**src/common/lamp_pkg.sv**
```systemverilog
// Package: constants and carrier types for the standstill monitor lamp logic
package lamp_pkg;

  // ----------------------------------------------------------------
  // Timing
  // ----------------------------------------------------------------
  localparam int unsigned CLK_HZ        = 50_000_000;
  localparam int unsigned BLINK_HALF_MS = 250;
  localparam int unsigned BLINK_HALF_CYC = CLK_HZ / 1000 * BLINK_HALF_MS;
  localparam int unsigned BLINK_CNT_W   = 24;
  localparam logic [BLINK_CNT_W-1:0] BLINK_CNT_RST = 24'h000000;

  // ----------------------------------------------------------------
  // Types
  // ----------------------------------------------------------------
  typedef enum logic [1:0] {
    MODE_RUN   = 2'b00,
    MODE_ALERT = 2'b01,
    MODE_LATCH = 2'b10
  } mode_t;

  typedef enum logic [2:0] {
    ERR_NONE   = 3'b000,
    ERR_CONFIG = 3'b001,
    ERR_GEN    = 3'b010,
    ERR_SUPPLY = 3'b011,
    ERR_OUT    = 3'b100,
    ERR_EXT    = 3'b101
  } err_t;

  typedef struct packed {
    logic below_thr;     // Phase voltage below selected threshold
    logic delay_done;    // Activation delay fully elapsed
    logic wire_break;    // Broken wire on this channel
  } chan_in_t;

  typedef struct packed {
    logic gen_err;       // General internal error
    logic cfg_err;       // Selector moved during operation
    logic supply_err;    // Supply out of tolerance
    logic out_err;       // Own safety output error
    logic ext_err;       // Extension module output error
  } fault_in_t;

  typedef struct packed {
    logic supply_lamp;
    logic state_lamp;
    logic first_channel_lamp;
    logic second_channel_lamp;
    logic fault_lamp;
  } lamps_t;

  typedef struct packed {
    logic [BLINK_CNT_W-1:0] blink_cnt;
    logic                   blink;
    mode_t                  mode;
    err_t                   err;
    lamps_t                 lamps;
    logic                   out_on;
  } lamp_state_t;

  localparam lamps_t LAMPS_RST = 5'h00;

endpackage

```
**src/rtl/standstill_lamps.sv**
```systemverilog
// Lamp and safe-state logic of the motor standstill monitor
// Functional notes
// - Outside the latched error state, the output-state lamp is lit exactly while the safety output is active.
// - In run mode without bridged phase, a channel lamp is dark while its voltage is above threshold or the delay has not elapsed.
// - In run mode without bridged phase, a channel lamp is lit only when its voltage is below threshold and the delay has elapsed.
// - With a single bridged phase both channel lamps behave identically.
// - Alerts flash the fault lamp with channel lamps; errors light the fault lamp steadily.
// - Any alert forces the safe state and switches the safety output off.
// - The alert safe state is left on its own once the alert cause is gone.
// - Without bridged phase, a broken wire on one channel flashes the fault lamp and only that channel lamp.
// - Broken wires on both channels flash the fault lamp and both channel lamps together.
// - A detected error latches the safe state until power is cycled.
// - A configuration error lights output and channel lamps steadily; a general error flashes them.
// - A supply error lights the fault lamp and flashes the supply lamp.
// - An own output error lights the fault lamp and flashes the output-state lamp.
// - An extension output error lights the fault lamp and flashes both channel lamps.
`timescale 1ns/10ps
`default_nettype none

module standstill_lamps (
  input  wire logic              sys_clk,      // 50 MHz clock
  input  wire logic              rstn,         // Async reset, power-on
  input  wire lamp_pkg::chan_in_t first_chan,  // First channel comparator/delay/wire
  input  wire lamp_pkg::chan_in_t second_chan, // Second channel comparator/delay/wire
  input  wire logic              single_phase, // Outer terminals bridged
  input  wire lamp_pkg::fault_in_t faults,     // Internal fault flags
  output lamp_pkg::lamps_t       lamps,        // Lamp drives
  output logic                   safe_out_on,  // Safety-related output activated
  output logic                   error_latched // Detected error held
);
  import lamp_pkg::*;

  lamp_state_t st_r;
  lamp_state_t st_nxt;

  // ----------------------------------------------------------------
  // Next state
  // ----------------------------------------------------------------
  always_comb begin
    logic ss1;
    logic ss2;
    logic alert;
    err_t pick;
    ss1    = 1'b0;
    ss2    = 1'b0;
    alert  = 1'b0;
    pick   = ERR_NONE;
    st_nxt = st_r;

    // Common blink generator
    if (st_r.blink_cnt == BLINK_CNT_W'(BLINK_HALF_CYC - 1)) begin
      st_nxt.blink_cnt = BLINK_CNT_RST;
      st_nxt.blink     = ~st_r.blink;
    end else begin
      st_nxt.blink_cnt = st_r.blink_cnt + 1'b1;
    end

    // Fixed error priority
    if (faults.gen_err) begin
      pick = ERR_GEN;
    end else if (faults.cfg_err) begin
      pick = ERR_CONFIG;
    end else if (faults.supply_err) begin
      pick = ERR_SUPPLY;
    end else if (faults.out_err) begin
      pick = ERR_OUT;
    end else if (faults.ext_err) begin
      pick = ERR_EXT;
    end

    ss1   = first_chan.below_thr & first_chan.delay_done;
    ss2   = second_chan.below_thr & second_chan.delay_done;
    if (single_phase) begin
      ss2 = ss1;
    end
    alert = first_chan.wire_break | (second_chan.wire_break & ~single_phase) |
            (single_phase & second_chan.wire_break);

    case (st_r.mode)
      MODE_RUN, MODE_ALERT: begin
        if (pick != ERR_NONE) begin
          st_nxt.mode = MODE_LATCH;
          st_nxt.err  = pick;
        end else if (alert) begin
          st_nxt.mode = MODE_ALERT;
        end else begin
          st_nxt.mode = MODE_RUN;
        end
      end
      MODE_LATCH: begin
        st_nxt.mode = MODE_LATCH;
      end
      default: begin
        st_nxt.mode = MODE_LATCH;
      end
    endcase

    // Output active only in run with standstill on both channels
    st_nxt.out_on = (st_nxt.mode == MODE_RUN) & ss1 & ss2;

    st_nxt.lamps.supply_lamp = 1'b1;
    st_nxt.lamps.state_lamp  = st_nxt.out_on;
    st_nxt.lamps.first_channel_lamp  = ss1;
    st_nxt.lamps.second_channel_lamp = ss2;
    st_nxt.lamps.fault_lamp  = 1'b0;

    if (st_nxt.mode == MODE_LATCH) begin
      st_nxt.lamps.fault_lamp = 1'b1;
      st_nxt.lamps.state_lamp = 1'b0;
      st_nxt.lamps.first_channel_lamp  = 1'b0;
      st_nxt.lamps.second_channel_lamp = 1'b0;
      case (st_nxt.err)
        ERR_CONFIG: begin
          st_nxt.lamps.state_lamp = 1'b1;
          st_nxt.lamps.first_channel_lamp  = 1'b1;
          st_nxt.lamps.second_channel_lamp = 1'b1;
        end
        ERR_GEN: begin
          st_nxt.lamps.state_lamp = st_nxt.blink;
          st_nxt.lamps.first_channel_lamp  = st_nxt.blink;
          st_nxt.lamps.second_channel_lamp = st_nxt.blink;
        end
        ERR_SUPPLY: begin
          st_nxt.lamps.supply_lamp = st_nxt.blink;
        end
        ERR_OUT: begin
          st_nxt.lamps.state_lamp = st_nxt.blink;
        end
        ERR_EXT: begin
          st_nxt.lamps.first_channel_lamp  = st_nxt.blink;
          st_nxt.lamps.second_channel_lamp = st_nxt.blink;
        end
        default: begin
          st_nxt.lamps.state_lamp = 1'b1;
        end
      endcase
    end else if (st_nxt.mode == MODE_ALERT) begin
      st_nxt.lamps.fault_lamp = st_nxt.blink;
      st_nxt.lamps.first_channel_lamp  = 1'b0;
      st_nxt.lamps.second_channel_lamp = 1'b0;
      if (single_phase) begin
        st_nxt.lamps.first_channel_lamp  = st_nxt.blink;
        st_nxt.lamps.second_channel_lamp = st_nxt.blink;
      end else begin
        if (first_chan.wire_break) begin
          st_nxt.lamps.first_channel_lamp  = st_nxt.blink;
        end
        if (second_chan.wire_break) begin
          st_nxt.lamps.second_channel_lamp = st_nxt.blink;
        end
      end
    end
  end

  // ----------------------------------------------------------------
  // State register
  // ----------------------------------------------------------------
  always_ff @(posedge sys_clk or negedge rstn) begin
    if (!rstn) begin
      st_r.blink_cnt <= BLINK_CNT_RST;
      st_r.blink     <= 1'b0;
      st_r.mode      <= MODE_RUN;
      st_r.err       <= ERR_NONE;
      st_r.lamps     <= LAMPS_RST;
      st_r.out_on    <= 1'b0;
    end else begin
      st_r <= st_nxt;
    end
  end

  assign lamps         = st_r.lamps;
  assign safe_out_on   = st_r.out_on;
  assign error_latched = (st_r.mode == MODE_LATCH);
endmodule

`default_nettype wire

```
**config.mk**
```make
export PLATFORM = sky130hd
export DESIGN_NAME = standstill_lamps
export DESIGN_NICKNAME = d
export VERILOG_FILES = /design/src/common/lamp_pkg.sv /design/src/rtl/standstill_lamps.sv
export SDC_FILE = /design/constraint.sdc
export NUM_CORES = 1
export LEC_CHECK = 0
export BUFFER_PORTS_ARGS = -buffer_cell sky130_fd_sc_hd__buf_2
export CORE_ASPECT_RATIO = 1.2
export CORE_MARGIN = 4
export CORE_UTILIZATION = 61
export DETAILED_ROUTE_END_ITERATION = 12
export GPL_TIMING_DRIVEN = 0
export PLACE_DENSITY_LB_ADDON = 0.15
export SLEW_MARGIN = 5
export SYNTH_ARGS = -nofsm -noshare
export SYNTH_HDL_FRONTEND = slang
export SYNTH_SLANG_ARGS = --single-unit
```
**constraint.sdc**
```tcl
create_clock -name sys_clk -period 3 [get_ports sys_clk]
set_clock_uncertainty 0.2 [all_clocks]
set_input_delay 0.15 -clock sys_clk [delete_from_list [all_inputs] [get_ports sys_clk]]
set_output_delay 0.15 -clock sys_clk [all_outputs]
set_load 0.01 [all_outputs]
```
**After elaboration in Yosys (flattened, before gate mapping)**

Cells that the tools add are included.

- Add/sub/neg operators: 1
- $mul: 0
- Div/mod/pow operators: 0
- Order comparisons: 0
- Equal/unequal tests: 10
- Shifts and indexed selects: 0
- Mux-type cells: 22
- Bitwise gates (word level): 10
- Reduce and logical (&&, ||, !) cells: 7

Operators by type and width:

| operator | number |
|---|---|
| two-way mux 3 bit | 9 |
| adder 24 x 1 -> 24 bit, second input constant | 1 |
| == test 24 bit, second input constant | 1 |
| two-way mux 24 bit | 1 |
| two-way mux 2 bit | 4 |
| OR reduction 2 bit | 4 |
| AND 1 bit | 6 |
| == test 3 x 2 -> 1 bit, second input constant | 2 |
| == test 3 bit, second input constant | 2 |
| two-way mux 1 bit | 6 |
| == test 2 x 1 -> 1 bit, second input constant | 2 |
| == test 2 bit, second input constant | 2 |
| zero test 2 bit | 2 |
| one-hot mux 2 bit (2 select lines) | 1 |
| == test 3 x 1 -> 1 bit, second input constant | 1 |
| nonzero test 3 bit | 1 |
| inverter 1 bit | 2 |
| OR 1 bit | 2 |
| one-hot mux 1 bit (2 select lines) | 1 |

- Register bits: 36
- Latch bits: 0
- RAM bits: 0
- ROM bits: 0
- Memories: 0

**Depth between registers and ports, before layout**

Gate-level depths: netlist of run 1.

- Depth after elaboration: 12
- Depth in mapped cells: 8
- Gate-level depth less buffers: 7

**Least setup slack after synthesis of run 1**

Ideal clock, no wire load.

- Kind: register -> register
- From: reg st_r[12] in the netlist's numbering
- To: reg lamps[1] (netlist name)
- Library setup time: 0.072 ns
- Arrival: 1.703 ns
- Required time: 2.728 ns
- Path slack: 1.025 ns
- Stages on the path, launching flop included: 8
- Clock period less this slack: 1.975 ns
- Path through: dfrtp_1 > ha_1 > and4_1 > and3b_1 > buf_6 > xnor2_4 > or3_1 > nand4_1

RTL lines:

| what | line | RTL |
|---|---|---|
| start, declared | standstill_lamps.sv:33 | `lamp_state_t st_r;` |
| start signal, assigned | standstill_lamps.sv:167 | `st_r <= st_nxt;` |

==> run summary, run 1 <==
Outcome: finished clean
Wire per inst: 14.72 um
Adder-cell share of the synthesized area: 0.007179
Maximum VDD drop: 0.3394 mV
Place WS: 0.8651 ns
Final setup viols: 0
Congestion Overflow GR: 0
Routed WL: 3.489 mm
Largest family of logic cells by synthesized area: simple AND/OR/NAND/NOR gates
Area of the die: 3780 um2
Share of layout cells above drive strength 1: 0.1961
Least-Margin Pin Slew: 0.7822 ns
Fillers: 174
Power Dens Cells: 392.9 nW/um2
Largest net degree at the start of global routing: 37
Synthesized instance count: 168
Clk buf depth: 2
Routability cong.: 0.7652
# resized after CTS: 0
Clock H-tree levels: 2
Hold WS: 0.02699 ns
Synthesized area per cell: 10.37 um2
Post-route minimum period: 2.653 ns
Setup crit end kind: flop
Post-synth EDFFs: 0
Fin. Hold Viols: 0
Netlist cell types: 35
Seq/Total Area, Yosys: 0.5169
#FFs+latches synth: 36
Core area: 2628 um2
Crit-path max cell delay: 0.58 ns
FMAX: 0.3769 GHz
I/O pin total: 21
PortBufs: 20
Antenna Cells: 0
Initial antenna violation count: 0
XOR/XNOR Fraction of Synth Area: 0.1314
Post-CTS Hold Fix Bufs: 8
DRT iter0 DRCs: 53
CP max FO: 8
Static Leak: 0.9602 nW
Setup_tns: 0 ns
Worst Setup Slack, final: 0.3467 ns
Most frequent CP cell: dlygate4sd3_1
First-pass GRT wire length: 5.892 mm
Number of global-route vias before repair: 1,365
Slew headroom: 0.4785
FFs w/ async S/R, synth: 1.000
Multiplexer share of the synthesized area: 0.01220
RSZ-0062 raised after global routing: false
Synth Area in Simple Gates: 0.2405
CTS tree: yes
# clock sinks: 36
# rows: 20
Area delta synth->final: 16.30%
Mapped Nets: 183
Synth Area in Compound Gates: 0.04594
Die Height: 66.56 um
Tcrit/Tclk final: 0.8844
Max Transition Viols Final: 0
Worst endpoint required time: 3.07 ns
Crit-path slowest cell: dlygate4sd3_1
Starting Density: 0.6633
Total CTS buffers: 5
Startpoint Class: flop
Worst Path Arrival: 2.72 ns
HPWL reported at the end of detailed placement: 2.430 mm
# Max-Cap Violations: 0
Total GRT Usage: 0.2053
Drt drc: 0
Clock root cell: clkbuf_4
Post-synthesis cell area: 1743 um2
Via count: 1,342
Post-route antenna net violation count: 0
Hold WC Path Type: primary input to flop
DR vias/cell: 5.662
Die X-Extent: 56.80 um
Nets@finish: 218
Setup bufs post-CTS: 0
Critical path class: flop to flop
Critical Path, Cell by Cell: clkbuf_2 -> nor3_1 -> and2_1 -> nand4_1 -> dlygate4sd3_1 -> nor2_1 -> dlygate4sd3_1
Top_reg_cell synth: dfrtp_1
Clk_lat worst skew: 0.33 ns
Synthesis warning total: 0
Drt pass-1 iters: 4
Clock-pin transition on the worst setup and hold timing paths: 0.10 ns
metrics by stage:
step,total power [mW],utilization,std cells,instance area (um2)
global route,0.8381,0.7714,237,2027
CTS,0.8030,0.7714,237,2027
finish,0.7964,0.7714,237,2027
global placement,0.5287,0.7171,221,1884
floorplan,0.5064,-,168,1743
detailed placement,0.5312,0.7171,221,1884
path summary, 6_finish.rpt:
| path | from | endpoint | slack [ns] | cells past startpoint |
|---|---|---|---|---|
| min reg2reg | st_r[12] | st_r[12] | 0.30 | 1 |
| min | faults[2] | lamps[4] | 0.03 | 4 |
| min in group asynchronous | rstn | st_r[18] | 0.22 | 2 |
| max | st_r[10] | safe_out_on | 0.35 | 7 |
| max in group asynchronous | rstn | st_r[23] | 1.87 | 2 |
| max reg2reg | st_r[10] | safe_out_on | 0.35 | 7 |
synth_stat cells, types with 3 or more instances:
library cell	count	area, um2
a21oi_1	5	25.02
and3_1	4	25.02
buf_4	5	37.54
dfrtp_1	36	900.9
inv_1	6	22.52
nand2_1	6	22.52
nand3_1	16	80.08
nand4_1	9	56.30
nor2_1	24	90.09
nor2b_1	3	18.77
nor3_1	4	20.02
o21ai_0	3	15.01
xnor2_1	11	96.34
xor2_1	12	105.1
where the power goes:
group | switching, mW | internal [mW] | leakage (nW)
clock | 0.153 | 0.115 | 0.0315
combinational | 0.0239 | 0.0175 | 0.462
sequential | 0.000411 | 0.486 | 0.467
worst max-delay path, delay by kind of cell, from the launching register on:
family,cells,cell delay (ns)
buffers and inverters,3,1.31
and+or+nand+nor,4,0.70
DFF,1,0.37
flip-flops by register name, indices dropped and copies added, names as in the netlist:
| register | count |
|---|---|
| lamps | 5 |
| safe_out_on | 1 |
| st_r | 30 |
kinds of logic after synthesis:
family / Yosys count
mux: 2
flops: 36
xor+xnor: 24
compound gates: 13
buf+inv: 14
fa+ha+maj: 1
simple gates: 78
per-layer routing:
layer | vias up | global-route usage | share of wire
li1 | 644 | - | -
met1 | 647 | 0.2327 | 0.41
met2 | 45 | 0.3714 | 0.54
met3 | 6 | 0.06202 | 0.042
met4 | 0 | 0.06087 | 0.010
met5 | - | 0 | 0
area by class of cell:
| class | count | area (um2) | share of cell area |
|---|---|---|---|
| sequential | 36 | 900.9 | 0.4444 |
| multi-input combinational | 118 | 762.0 | 0.3759 |
| timing repair buffer | 28 | 180.2 | 0.08889 |
| buffer | 8 | 57.56 | 0.02840 |
| clock buffer | 7 | 55.05 | 0.02716 |
| tap | 33 | 41.29 | 0.02037 |
| inverter | 6 | 22.52 | 0.01111 |
| clock inverter | 1 | 7.507 | 0.003704 |
cells in the final DEF, fill, tap and decap left out, types with 2 or more instances in the layout:
cell type	n
xnor2_1	11
dfrtp_1	36
clkbuf_1	2
nand4_1	9
o21ai_0	3
or3_1	2
nor2_1	24
and4_1	2
and3_1	4
nand2_1	6
inv_1	6
clkbuf_4	5
nand3_1	16
nor2b_1	3
buf_4	5
buf_2	20
nor3_1	4
a21oi_1	5
dlygate4sd3_1	8
nor4b_2	2
xor2_1	12
(Power assumes the default switching activity.)
==> inputs of run 2 (changes only) <==
--- a/config.mk
+++ b/config.mk
@@ -6,8 +6,9 @@
 export NUM_CORES = 1
 export LEC_CHECK = 0
+export ABC_AREA = 1
 export BUFFER_PORTS_ARGS = -buffer_cell sky130_fd_sc_hd__buf_2
 export CORE_ASPECT_RATIO = 1.2
 export CORE_MARGIN = 4
-export CORE_UTILIZATION = 61
+export CORE_UTILIZATION = 63
 export DETAILED_ROUTE_END_ITERATION = 12
 export GPL_TIMING_DRIVEN = 0
==> constraint.sdc (replaced) <==
create_clock -name sys_clk -period 3 [get_ports sys_clk]
set_clock_uncertainty 0.2 [all_clocks]
set_input_delay 0.45 -clock sys_clk [delete_from_list [all_inputs] [get_ports sys_clk]]
set_output_delay 0.45 -clock sys_clk [all_outputs]
set_load 0.01 [all_outputs]
==> run 2 against run 1 <==
Effect of this change: cell count rose by 58%; setup slack improved by 0.79 ns; die area rose by 21%; sequential power barely moved; total power rose by 6.7%; non-clock buffer count fell by 10; critical endpoint is now lamps[2].
==> run summary, run 2 <==
Commonest non-fill, non-tap cell in the layout: nand2_1
Worst r2r path cells: 11
Final core occ: 0.7270
Most common library cells after synthesis: nand2_1, inv_1, nor2_1
Max FFs per register: 30
Final setup viols: 0
First-pass GRT wire length: 8.314 mm
Die X-Extent: 62.45 um
Netlist cell types: 29
I/O pin total: 21
Critical Path Start: st_r[12]
Slew headroom: 0.4749
Layout Cells excl Fill: 374
Static Leak: 1.295 nW
Post-synth top area share: 0.4020
Core area: 3396 um2
Outcome: finished clean
Mapped Nets: 325
DR vias/cell: 5.179
Met2 WL: 2.387 mm
M1 WL: 1.857 mm
Post-synth EDFFs: 0
Synthesized area per cell: 7.229 um2
Nets@finish: 352
R2r startpoint: st_r[12]
Top-count cell post-synth: nand2_1
Antenna Cells: 0
Number of global-route vias before repair: 1,918
Fillers: 289
Most frequent CP cell: nand2_1
CP Capture Point: lamps[2]
Area of the die: 4579 um2
Setup slack, reg-to-reg: 1.14 ns
Post-route antenna net violation count: 0
Tcrit/Tclk final: 0.6208
Seq/Total Area, Yosys: 0.4020
Critical path class: flop to flop
Setup crit end kind: flop
Number of cells on the critical path: 11
Clk_lat worst skew: 0.29 ns
Crit-path slowest cell: dfrtp_1
Share of layout cells above drive strength 1: 0.2018
Largest register by flop count: st_r
Post-synthesis cell area: 2241 um2
Wire per inst: 12.37 um
FMAX: 0.5370 GHz
Synthesized instance count: 310
Setup bufs post-CTS: 0
# resized after CTS: 0
HPWL reported at the end of detailed placement: 3.659 mm
Congestion Overflow GR: 0
Clock H-tree levels: 2
Fin. Hold Viols: 0
Area delta synth->final: 10.16%
Least-Margin Pin Slew: 0.7876 ns
Synthesis warning total: 0
Largest area contributor in the netlist: dfrtp_1
DRT iter0 DRCs: 140
Power Total: 0.8495 mW
Critical Path, Cell by Cell: ha_1 -> nand2_1 -> inv_2 -> nand2_1 -> nor2_4 -> nand3_4 -> nand2_1 -> nand3_1 -> nand2_1 -> nand3_2 -> nand2_1
Startpoint Class: flop
Via count: 1,937
Worst endpoint required time: 3.04 ns
RSZ-0062 raised after global routing: false
Hold WC Path Type: primary input to asynchronous set/reset pin
Starting Density: 0.6599
Worst Path Arrival: 1.90 ns
Power Dens Cells: 344.1 nW/um2
Post-CTS Hold Fix Bufs: 0
Maximum VDD drop: 0.3443 mV
PortBufs: 20
CTS tree: yes
Total CTS buffers: 5
Max Transition Viols Final: 0
Placed insts: 367
Met3 WL: 213 um
R2R Path End: lamps[2]
Clock root cell: clkbuf_8
Most frequent cells in the layout: nand2_1, inv_1, nor2_1
Routability cong.: 0.8946
Die Height: 73.34 um
Largest net degree at the start of global routing: 37
Drt drc: 0
Max layer used: met4
Clock-pin transition on the worst setup and hold timing paths: 0.07 ns
Top_reg_cell synth: dfrtp_1
Routed WL: 4.625 mm
Crit-path max cell delay: 0.38 ns
#FFs+latches synth: 36
CP max FO: 10
CP delay by family, top: simple AND/OR/NAND/NOR gates
Total GRT Usage: 0.2353
# rows: 23
FFs w/ async S/R, synth: 1.000
# Max-Cap Violations: 0
Post-route minimum period: 1.862 ns
Ranking of synthesized cells by area: dfrtp_1, nand2_1, inv_1, nor2_1, nand3_1
Initial antenna violation count: 0
Clk buf depth: 2
# clock sinks: 36
Drt pass-1 iters: 4
Worst path bufs/invs: 1
Setup_tns: 0 ns
==> run 2: cell types whose count changed in the layout (fill, tap and decap cells not counted), moves of 5 or more <==
cell	before	now
nor2_2	0	8
dlygate4sd3_1	8	0
xnor2_1	11	3
clkbuf_4	5	0
nand2_1	6	82
inv_2	0	6
inv_1	6	49
nor2_1	24	44
==> run 2: cells by family (layout without fill, tap and decap cells) <==
kind of cell             after synthesis  in the layout  synth area share
AND/OR/NAND/NOR                      183            183            0.3925
flip-flops                            36             36            0.4020
adder cells (fa/ha/maj)                1              1          0.005583
AO/OA/AOI/OAI                         17             17           0.04300
buffers and inverters                 62             89            0.1139
XOR/XNOR                              11             11           0.04300
==> run 2: worst min path at each step <==
stage,to,start
2_1_floorplan,lamps[0],rstn
3_3_place_gp,st_r[6],st_r[6]
3_5_place_dp,st_r[6],st_r[6]
4_1_cts,st_r[25],rstn
5_1_grt,st_r[20],rstn
6_report,st_r[21],rstn
==> run 2: layout make-up <==
cell class	instances	area, um2	area share
Multi-Input combinational cell	212	1085	0.4394
Tap cell	37	46.29	0.01875
Timing Repair Buffer	20	100.1	0.04055
Inverter	56	210.2	0.08515
Sequential cell	36	900.9	0.3649
Clock buffer	5	68.82	0.02788
Buffer	6	45.04	0.01825
Clock inverter	2	12.51	0.005068
==> run 2: routing by layer <==
layer  track usage  up-vias
met5             0        -
met4        0.1250        0
met2        0.4147       43
met1        0.2695      874
met3       0.05199       14
li1              -     1006
==> run 2: where the power goes <==
| part | total [mW] | leakage, nW | internal [mW] | switching (mW) |
|---|---|---|---|---|
| Sequential | 0.486 | 0.458 | 0.486 | 0.000214 |
| Combinational | 0.0321 | 0.798 | 0.0110 | 0.0211 |
| Clock | 0.331 | 0.0400 | 0.157 | 0.174 |
==> run 2: metrics by stage <==
step                hold slack [ns]  instance area, um2  setup slack (ns)
floorplan                  -0.04559                2241             1.407
global placement             0.2984                2387             1.177
detailed placement           0.3177                2387             1.136
CTS                         0.06369                2469             1.112
global route                 0.1042                2469            0.9332
finish                      0.03512                2469             1.138
==> run 2: worst reg2reg max path, cell delays in order (launching register included) <==
cell and delay [ns]:
dfrtp_1 0.38, ha_1 0.20, nand2_1 0.07, inv_2 0.07, nand2_1 0.13, nor2_4 0.14, nand3_4 0.15, nand2_1 0.10
nand3_1 0.11, nand2_1 0.09, nand3_2 0.09, nand2_1 0.08
